`config.mk`:
```
export PLATFORM = sky130hd
export DESIGN_NAME = converter_protection_sequencer
export DESIGN_NICKNAME = d
export VERILOG_FILES = /design/src/core/converter_protection_sequencer.v
export VERILOG_INCLUDE_DIRS = /design/src /design/src/core
export SDC_FILE = /design/constraint.sdc
export NUM_CORES = 1
export LEC_CHECK = 0
export ABC_CLOCK_PERIOD_IN_PS = 8700
export BUFFER_PORTS_ARGS = -buffer_cell sky130_fd_sc_hd__buf_4
export CAP_MARGIN = 30
export CORE_MARGIN = 3
export CORE_UTILIZATION = 41
export DETAILED_ROUTE_END_ITERATION = 12
export GPL_TIMING_DRIVEN = 0
export PLACE_DENSITY_LB_ADDON = 0.1
export RECOVER_POWER = 25
export SYNTH_ARGS = -nofsm -noshare
export SYNTH_HDL_FRONTEND = slang
export SYNTH_SLANG_ARGS = --single-unit
```
`constraint.sdc`:
```
create_clock -name core_clk -period 8.7 [get_ports core_clk]
set_clock_uncertainty 0.05 [all_clocks]
set_input_delay 1.305 -clock core_clk [delete_from_list [all_inputs] [get_ports core_clk]]
set_output_delay 1.305 -clock core_clk [all_outputs]
set_load 0.01 [all_outputs]
```
`src/core/converter_protection_sequencer_regs.vh`:
```
// Constants and timing counts for the converter protection sequencer
// What this block does
// - Lock to external clock only within plus or minus twenty percent of oscillator.
// - After clock change, tracking settles in about 500 us; frequency may sag 25%.
// - Each channel cuts synchronous rectifier gate when its current crosses zero.
// - Sync output resistor sensed at start-up: absent enables detection, present disables.
// - Detection disabled: enter standby about 300 us after bias and enable valid.
// - Detection enabled: run a 2 to 3 ms short check on all switches.
// - No short found: enable breaker gate source; standby once gate exceeds 8.5 V.
// - Any shorted switch drives fault line low and latches shutdown, switching off.
// - External low on fault line opens the breaker and latches shutdown.
// - Fault line lows shorter than 2 us are ignored.
// - Latch clears only when enable below 1.25 V or bias below 8 V.
// - Breaker source stays on after start-up; no gate check when detection disabled.
// - Low-port overvoltage ignored in boost; high-port overvoltage active in both modes.
// - High-port overvoltage turns off all gates and discharges soft-start.
// - Low-port overvoltage outside boost turns off all gates, discharges soft-start.
// - Each overvoltage comparator result passes a 5 us glitch filter.
// - Hold soft-start pulldown during overvoltage; release once clear and below 0.23 V.
`ifndef CONVERTER_PROTECTION_SEQUENCER_REGS_VH
`define CONVERTER_PROTECTION_SEQUENCER_REGS_VH

`define CLK_MHZ            125
`define FAULT_FILTER_NS    2000
`define OVP_FILTER_NS      5000
`define STANDBY_DELAY_US   300
`define DETECT_TIME_US     2000
`define PLL_SETTLE_US      500
`define FAULT_FILTER_CYC   ((`FAULT_FILTER_NS * `CLK_MHZ) / 1000)
`define OVP_FILTER_CYC     ((`OVP_FILTER_NS * `CLK_MHZ) / 1000)
`define STANDBY_DELAY_CYC  (`STANDBY_DELAY_US * `CLK_MHZ)
`define DETECT_TIME_CYC    (`DETECT_TIME_US * `CLK_MHZ)
`define PLL_SETTLE_CYC     (`PLL_SETTLE_US * `CLK_MHZ)
`define CNT_W              20
`define FILT_W             10

`endif

```
`src/core/converter_protection_sequencer.v`:
```
// Start-up, fault latch and overvoltage sequencer of a two-channel converter
`timescale 1ns/1ps
`include "converter_protection_sequencer_regs.vh"

module converter_protection_sequencer #(
    parameter STANDBY_DELAY_CYC = `STANDBY_DELAY_CYC,
    parameter DETECT_TIME_CYC   = `DETECT_TIME_CYC,
    parameter PLL_SETTLE_CYC    = `PLL_SETTLE_CYC
) (
    input  wire       core_clk,               // System clock, 125 MHz
    input  wire       rst,                    // Async reset, active high
    input  wire       bias_good,              // Bias supply above 8.5 V
    input  wire       bias_low,               // Bias supply below 8 V
    input  wire       master_enable_sense,    // Master enable above 2.5 V
    input  wire       master_enable_low,      // Master enable below 1.25 V
    input  wire       sync_resistor_present,  // Resistor sensed on sync output pin
    input  wire       short_detected,         // Any switch found shorted during check
    input  wire       breaker_gate_good,      // Breaker gate-source above 8.5 V
    input  wire       fault_line_low_in,      // Fault line level, 1 = low
    input  wire       high_port_overvolt_sense, // High-port comparator above 1.185 V
    input  wire       low_port_overvolt_sense,  // Low-port comparator above 1.185 V
    input  wire       boost_mode,             // 1 = boost, 0 = buck
    input  wire       soft_start_low,         // Soft-start below 0.23 V
    input  wire       ch1_enable,             // Channel 1 enable
    input  wire       ch2_enable,             // Channel 2 enable
    input  wire       ch1_zero_cross,         // Channel 1 current crossed zero
    input  wire       ch2_zero_cross,         // Channel 2 current crossed zero
    input  wire       ext_clock_in_valid,     // External clock present
    input  wire       ext_clock_in_in_range,  // External clock within 20 percent
    input  wire       ext_clock_in_changed,   // External clock frequency changed
    output reg        fault_line_low_oe,      // Drive fault line low
    output reg        breaker_gate_drive,     // Breaker gate charge source on
    output reg        detect_active,          // Short check running
    output reg        standby,                // Standby or run
    output reg        ch1_switch_en,          // Channel 1 top and bottom gates allowed
    output reg        ch2_switch_en,          // Channel 2 top and bottom gates allowed
    output reg        ch1_rect_en,            // Channel 1 synchronous rectifier allowed
    output reg        ch2_rect_en,            // Channel 2 synchronous rectifier allowed
    output reg        soft_start_pulldown,    // Soft-start discharge switch on
    output reg        ext_sync_locked,        // Switching follows external clock
    output reg        pll_settling,           // Tracking settling after clock change
    output reg  [2:0] seq_state               // Sequencer state
);

    // DELAY is the timed wait used when the check is skipped
    localparam [2:0] ST_OFF     = 3'h0;
    localparam [2:0] ST_DETECT  = 3'h1;
    localparam [2:0] ST_CHARGE  = 3'h2;
    localparam [2:0] ST_STANDBY = 3'h3;
    localparam [2:0] ST_RUN     = 3'h4;
    localparam [2:0] ST_FAULT   = 3'h5;
    localparam [2:0] ST_DELAY   = 3'h6;

    // Counts cut to counter width on purpose
    localparam integer       FAULT_I   = `FAULT_FILTER_CYC;
    localparam integer       OVP_I     = `OVP_FILTER_CYC;
    localparam [`CNT_W-1:0]  STANDBY_N = STANDBY_DELAY_CYC[`CNT_W-1:0];
    localparam [`CNT_W-1:0]  DETECT_N  = DETECT_TIME_CYC[`CNT_W-1:0];
    localparam [`CNT_W-1:0]  SETTLE_N  = PLL_SETTLE_CYC[`CNT_W-1:0];
    localparam [`FILT_W-1:0] FAULT_N   = FAULT_I[`FILT_W-1:0];
    localparam [`FILT_W-1:0] OVP_N     = OVP_I[`FILT_W-1:0];

    // Two-stage synchronisers; first stage read only by the second
    localparam NSYNC = 17;
    reg [NSYNC-1:0] meta_q;
    reg [NSYNC-1:0] sync_q;
    wire [NSYNC-1:0] raw_in = {bias_good, bias_low, master_enable_sense, master_enable_low,
                               sync_resistor_present, short_detected, breaker_gate_good,
                               fault_line_low_in, high_port_overvolt_sense,
                               low_port_overvolt_sense, boost_mode, soft_start_low,
                               ch1_zero_cross, ch2_zero_cross, ext_clock_in_valid,
                               ext_clock_in_in_range, ext_clock_in_changed};

    always @(posedge core_clk or posedge rst) begin
        if (rst) begin
            meta_q <= {NSYNC{1'b0}};
            sync_q <= {NSYNC{1'b0}};
        end else begin
            meta_q <= raw_in;
            sync_q <= meta_q;
        end
    end

    // Supply and start-up flags
    wire s_bias_good  = sync_q[16];
    wire s_bias_low   = sync_q[15];
    wire s_en_good    = sync_q[14];
    wire s_en_low     = sync_q[13];
    wire s_sync_res   = sync_q[12];
    wire s_short      = sync_q[11];
    wire s_brk_good   = sync_q[10];

    // Fault line and overvoltage flags
    wire s_fault_in   = sync_q[9];
    wire s_ovp_hi     = sync_q[8];
    wire s_ovp_lo     = sync_q[7];
    wire s_boost      = sync_q[6];
    wire s_ss_low     = sync_q[5];

    // Channel and external clock flags
    wire s_zc1        = sync_q[4];
    wire s_zc2        = sync_q[3];
    wire s_ext_valid  = sync_q[2];
    wire s_ext_range  = sync_q[1];
    wire s_ext_change = sync_q[0];

    // Glitch filter step: count while raw level held, output follows after n cycles
    function [`FILT_W:0] filt_step;
        input             level;
        input [`FILT_W-1:0] cnt;
        input             out;
        input [`FILT_W-1:0] n;
        begin
            // Result is {output, count}
            if (level == out)
                filt_step = {out, {`FILT_W{1'b0}}};
            else if (cnt >= n - 1'b1)
                filt_step = {level, {`FILT_W{1'b0}}};
            else
                filt_step = {out, cnt + 1'b1};
        end
    endfunction

    // One filter per watched line
    reg [`FILT_W-1:0] fault_cnt_q;
    reg               fault_filt_q;
    reg [`FILT_W-1:0] ovh_cnt_q;
    reg               ovh_filt_q;
    reg [`FILT_W-1:0] ovl_cnt_q;
    reg               ovl_filt_q;
    // Count restarts when the input returns to the output level
    wire [`FILT_W:0]  fault_nx = filt_step(s_fault_in, fault_cnt_q, fault_filt_q, FAULT_N);
    wire [`FILT_W:0]  ovh_nx   = filt_step(s_ovp_hi, ovh_cnt_q, ovh_filt_q, OVP_N);
    wire [`FILT_W:0]  ovl_nx   = filt_step(s_ovp_lo, ovl_cnt_q, ovl_filt_q, OVP_N);

    always @(posedge core_clk or posedge rst) begin
        if (rst) begin
            fault_cnt_q  <= {`FILT_W{1'b0}};
            fault_filt_q <= 1'b0;
            ovh_cnt_q    <= {`FILT_W{1'b0}};
            ovh_filt_q   <= 1'b0;
            ovl_cnt_q    <= {`FILT_W{1'b0}};
            ovl_filt_q   <= 1'b0;
        end else begin
            {fault_filt_q, fault_cnt_q} <= fault_nx;
            {ovh_filt_q, ovh_cnt_q}     <= ovh_nx;
            {ovl_filt_q, ovl_cnt_q}     <= ovl_nx;
        end
    end

    // Own drive low must not be read back as an external shutdown request
    wire ext_fault = fault_filt_q & ~fault_line_low_oe;

    wire release_c = s_en_low | s_bias_low;
    wire supply_ok = s_bias_good & s_en_good;
    wire ov_active = ovh_filt_q | (ovl_filt_q & ~s_boost);

    // Main sequencer
    reg [2:0]        state_q;
    reg [2:0]        state_d;
    reg [`CNT_W-1:0] tmr_q;
    reg [`CNT_W-1:0] tmr_d;
    reg              detect_mode_q;
    reg              detect_mode_d;
    reg              shorted_q;
    reg              shorted_d;


    // Supply loss and external fault override the case below
    always @* begin
        state_d       = state_q;
        tmr_d         = tmr_q;
        detect_mode_d = detect_mode_q;
        shorted_d     = shorted_q;
        case (state_q)
            ST_OFF: begin
                tmr_d     = {`CNT_W{1'b0}};
                shorted_d = 1'b0;
                if (supply_ok) begin
                    detect_mode_d = ~s_sync_res;
                    state_d       = s_sync_res ? ST_DELAY : ST_DETECT;
                end
            end
            // Fixed wait, no gate check
            ST_DELAY: begin
                if (tmr_q >= STANDBY_N - 1'b1)
                    state_d = ST_STANDBY;
                else
                    tmr_d = tmr_q + 1'b1;
            end
            // A short seen once stays latched
            ST_DETECT: begin
                if (s_short)
                    shorted_d = 1'b1;
                if (s_short || shorted_q)
                    state_d = ST_FAULT;
                else if (tmr_q >= DETECT_N - 1'b1) begin
                    state_d = ST_CHARGE;
                    tmr_d   = {`CNT_W{1'b0}};
                end else
                    tmr_d = tmr_q + 1'b1;
            end
            // No timeout: an uncharged gate waits here
            ST_CHARGE: begin
                if (s_brk_good)
                    state_d = ST_STANDBY;
            end
            // Either enable starts delivery
            ST_STANDBY: begin
                if (ch1_enable | ch2_enable)
                    state_d = ST_RUN;
            end
            // Both enables low returns to standby
            ST_RUN: begin
                if (!(ch1_enable | ch2_enable))
                    state_d = ST_STANDBY;
            end
            // Latched until a release condition
            ST_FAULT: begin
                if (release_c)
                    state_d = ST_OFF;
            end
            default: state_d = ST_OFF;
        endcase
        // Supply loss restarts the sequence; fault only leaves via release
        if (state_q != ST_OFF && state_q != ST_FAULT && !supply_ok)
            state_d = ST_OFF;
        if (ext_fault && state_q != ST_OFF && state_q != ST_FAULT)
            state_d = ST_FAULT;
    end

    // Tracking settle timer and lock window
    // A held change restarts the count each cycle
    reg [`CNT_W-1:0] settle_q;
    wire settling = (settle_q != {`CNT_W{1'b0}});

    always @(posedge core_clk or posedge rst) begin
        if (rst) begin
            settle_q <= {`CNT_W{1'b0}};
        end else if (s_ext_change && s_ext_valid) begin
            settle_q <= SETTLE_N;
        end else if (settling) begin
            settle_q <= settle_q - 1'b1;
        end
    end

    // Gates only in run and never during filtered high-port or non-boost low-port overvoltage
    wire switching = (state_d == ST_RUN) && !ov_active;

    // Every top-level output comes from here
    always @(posedge core_clk or posedge rst) begin
        if (rst) begin
            state_q             <= ST_OFF;
            tmr_q               <= {`CNT_W{1'b0}};
            detect_mode_q       <= 1'b1;
            shorted_q           <= 1'b0;
            fault_line_low_oe   <= 1'b0;
            breaker_gate_drive  <= 1'b0;
            detect_active       <= 1'b0;
            standby             <= 1'b0;
            ch1_switch_en       <= 1'b0;
            ch2_switch_en       <= 1'b0;
            ch1_rect_en         <= 1'b0;
            ch2_rect_en         <= 1'b0;
            soft_start_pulldown <= 1'b1;
            ext_sync_locked     <= 1'b0;
            pll_settling        <= 1'b0;
            seq_state           <= ST_OFF;
        end else begin
            state_q       <= state_d;
            tmr_q         <= tmr_d;
            detect_mode_q <= detect_mode_d;
            shorted_q     <= shorted_d;

            // Outputs follow the next state, in step with seq_state
            seq_state     <= state_d;
            detect_active <= (state_d == ST_DETECT);
            standby       <= (state_d == ST_STANDBY) || (state_d == ST_RUN);
            // Only own short detection pulls the line; external lows are already there
            fault_line_low_oe  <= (state_d == ST_FAULT) && (shorted_d || fault_line_low_oe);
            // Source stays on after start-up, opens on fault or restart
            breaker_gate_drive <= (state_d == ST_CHARGE) || (state_d == ST_STANDBY) ||
                                  (state_d == ST_RUN) ||
                                  ((state_d == ST_DELAY) && !detect_mode_d);

            // Per-channel gate permission
            ch1_switch_en <= switching && ch1_enable;
            ch2_switch_en <= switching && ch2_enable;
            ch1_rect_en   <= switching && ch1_enable && !s_zc1;
            ch2_rect_en   <= switching && ch2_enable && !s_zc2;
            // Restart only after the capacitor has truly discharged
            if (ov_active || state_d != ST_RUN)
                soft_start_pulldown <= 1'b1;
            else if (soft_start_pulldown && s_ss_low)
                soft_start_pulldown <= 1'b0;

            // Window report only; the loop itself is outside
            ext_sync_locked <= s_ext_valid && s_ext_range;
            pll_settling    <= settling;
        end
    end

endmodule // converter_protection_sequencer

```
==> summary.md <==
| Metric | Value |
|---|---|
| Status | complete, but fails checks |
| Failing checks | capacitance limit, slew limit |
| Worst setup SP type | input port |
| Setup TNS | 0 ns |
| Sequential area share after synthesis | 56.6% |
| Fillers | approximately 1200 |
| Required time of the critical path | roughly 9 ns |
| Post-synth EDFFs | 0 |
| Async SR Flop Fraction | 100% |
| CTS tree | done |
| Initial antenna violation count | 0 |
| Largest net degree at the start of global routing | 89 |
| Worst VDD drop | 0.233 mV |
| Distinct cells, synth | 68 |
| Ports | 35 |
| # nets final | approximately 600 |
| DIE HEIGHT | 121 um |
| Area Growth Syn to Fin | 18.6% |
| Inserted Clock Buffers | 17 |
| Drt drc | 0 |
| R2R cell count | 8 |
| Fin. Hold Viols | 0 |
| Multi-input gate area | 2230 um2 |
| Final period util | between 20 and 30% |
| Post-Syn Instances | 506 |
| Root Driver | clkbuf_16 |
| Busiest grt layer | met2 |
| RSZ-0062 raised after global routing | no |
| Tot GR Track Use | 15.5% |
| Area share of the largest cell type after synthesis | 55.7% |
| Hold-fix buffers at CTS | 0 |
| Hold Path Class | reg2reg |
| Vias in the first global route | about 3700 |
| Slew margin rel. | -9.26% |
| Worst skew pair latency | 0.40 ns |
| Postcts setup bufs | 0 |
| Antenna Cells | 0 |
| Top post-synthesis cells by area | dfrtp_1 56%, nor2_1 3.9%, xnor2_1 3.2%, o21ai_0 2.7%, xor2_1 2.4% |
| Pins Over Slew Limit | 36 |
| Initial Utilization | 42.6% |
| Synthesis warning total | 0 |
| Leading area contributor after synthesis | dfrtp_1 |
| H-tree depth | 4 |
| Die width | between 100 and 150 um |
| Power Dens Cells | 259 nW/um2 |
| Wire length per cell | roughly 14 um |
| Die ar. | 14700 um2 |
| Total gr overflow | 0 |
| GR Layer Usage met3 | 5.08% |
| Most used DFF post-synth | dfrtp_1 |
| Pre-Repair DR Iteration Count | 4 |
| Port buffer count | 34 |
| WHS | 0.295 ns |
| Met1 Use GR | 21.0% |
| DRT antenna net count | 0 |
| Critical path arrival | between 2 and 3 ns |
| CTS Buffer Depth | 2 |
| Initial DRC Count | roughly 240 |
| Routability cong. | 0.845 |
| Post-detailed-routing wire length | 10.3 mm |
| Met2 Use GR | 23.2% |
| Global-route wire length before repair | 17.9 mm |
| Vias after detailed routing | 3859 |
| Proportion of layout cells with a drive suffix above 1 | 17.0% |
| Resize count post-CTS | 0 |
| Critical path class | in2reg |
| Seq. cell area | slightly above 3000 um2 |
| Count of final setup violators | 0 |
| Max FO, Critical Path | 8 |
| Final min period | 2.50 ns |
| Clock slew at reported path FFs | 0.05 ns |
| Syn avg cell area | 10.7 um2 |
| MaxCap Viol Count | 1 |
| Row cnt | 41 |
| # clock sinks | 123 |
| Core Footprint | ~13000 um2 |
| Critical path capture point type | register |
| Hold Path Stages | 0 |
| Max Fclk | 399 MHz |
| Tightest Pin Transition | roughly 1.6 ns |
| Mapped Area | 5440 um2 |
| Leakage power | ~0.0029 uW |
| Via/cell ratio | 5.19 |
| Hpwl dp | 6.96 mm |
| #FFs+latches synth | ~120 |
==> critical path: stages <==
cell	delay [ns]
buf_4	0.09
nor2_1	0.06
a21boi_0	0.13
nor3b_1	0.18
o21ai_0	0.15
or3_1	0.35
buf_2	0.17
o41ai_2	0.31
==> synth_stat cells (9+ instances only) <==
library cell and number:
and3_1 14, dfrtp_1 121, xor2_1 15, xnor2_1 20
ha_1 9, inv_1 18, o31ai_1 12, nand3_1 24
o21ai_0 29, nor2_1 57, a21oi_1 16, nor3_1 12
nand2_1 34
==> cell type report <==
cell class | count | share of cell area [%]
multi-input cells | 351 | 34.5
plain buffers | 14 | 0.970
repair buffers | 35 | 4.33
clock inverters | 9 | 0.776
clock buffers | 21 | 7.14
well taps | 172 | 3.34
inverters | 19 | 1.13
flip-flops and latches | 123 | 47.8
==> placed cells by master (no fill, tap or decap), types with 9 or more instances in the layout <==
| master | count |
|---|---|
| clkbuf_16 | 17 |
| buf_4 | 16 |
| a21oi_1 | 16 |
| xnor2_1 | 20 |
| o21ai_0 | 29 |
| nor3_1 | 12 |
| dfrtp_1 | 121 |
| clkbuf_1 | 9 |
| and3_1 | 14 |
| nand2_1 | 34 |
| nand3_1 | 24 |
| o31ai_1 | 12 |
| ha_1 | 9 |
| inv_1 | 17 |
| clkbuf_4 | 17 |
| nor2_1 | 57 |
| xor2_1 | 15 |
==> power breakdown <==
| group | total (uW) | internal [uW] | leakage [uW] | switching [uW] |
|---|---|---|---|---|
| combinational | 395 | 158 | 0.00103 | 237 |
| clock | 603 | 371 | 0.000254 | 232 |
| sequential | 671 | 630 | 0.00157 | 41.2 |
| total | 1670 | 1160 | 0.00285 | 511 |
==> logic make-up after synthesis <==
logic type	count (synthesis)	synth area share [%]
AND/OR/NAND/NOR	204	20.0
adder cells (fa/ha/maj)	9	2.07
buffers and inverters	33	2.46
flip-flops	123	56.6
AO/OA/AOI/OAI	98	12.5
XOR/XNOR	35	5.64
multiplexers	3	0.621
other	1	0.0690
==> sequential cells by signal, summed over array words and instances, names as in the netlist, 3 cells and up <==
signal,cells
sync_q,17
settle_q,20
ovh_cnt_q,10
ovl_cnt_q,10
state_q,3
fault_cnt_q,10
meta_q,17
tmr_q,20
==> worst paths after layout <==
check | start | endpoint | slack, ns
min | meta_q[2] | sync_q[2] | 0.29
min reg2reg | meta_q[2] | sync_q[2] | 0.29
max | ch1_enable | breaker_gate_drive | 6.20
max reg2reg | state_q[2] | tmr_q[14] | 6.27
max in group asynchronous | rst | soft_start_pulldown | 6.32
min in group asynchronous | rst | settle_q[13] | 1.25
==> routing by layer <==
layer / share of wire (%) / wire (um) / vias to the layer above
met1: 49 / 5020 / 1896
met2: 46 / 4700 / 53
met4: 1.1 / 117 / 0
li1: - / - / 1899
met3: 4.5 / 462 / 11
met5: 0 / 0 / -
==> per-stage QoR <==
stage	total power (uW)	cell area (um2)	util [%]	setup slack (ns)	cells
after CTS	1690	6450	50.5	6.21	744
final	1670	6450	50.5	6.20	744
after global placement	1070	5910	46.3	2.63	713
after global routing	1770	6450	50.5	6.04	744
after detailed placement	1080	5940	46.5	5.77	714
after floorplan	956	5440	-	4.08	507
No activity file was read; power rests on OpenSTA's default activity.
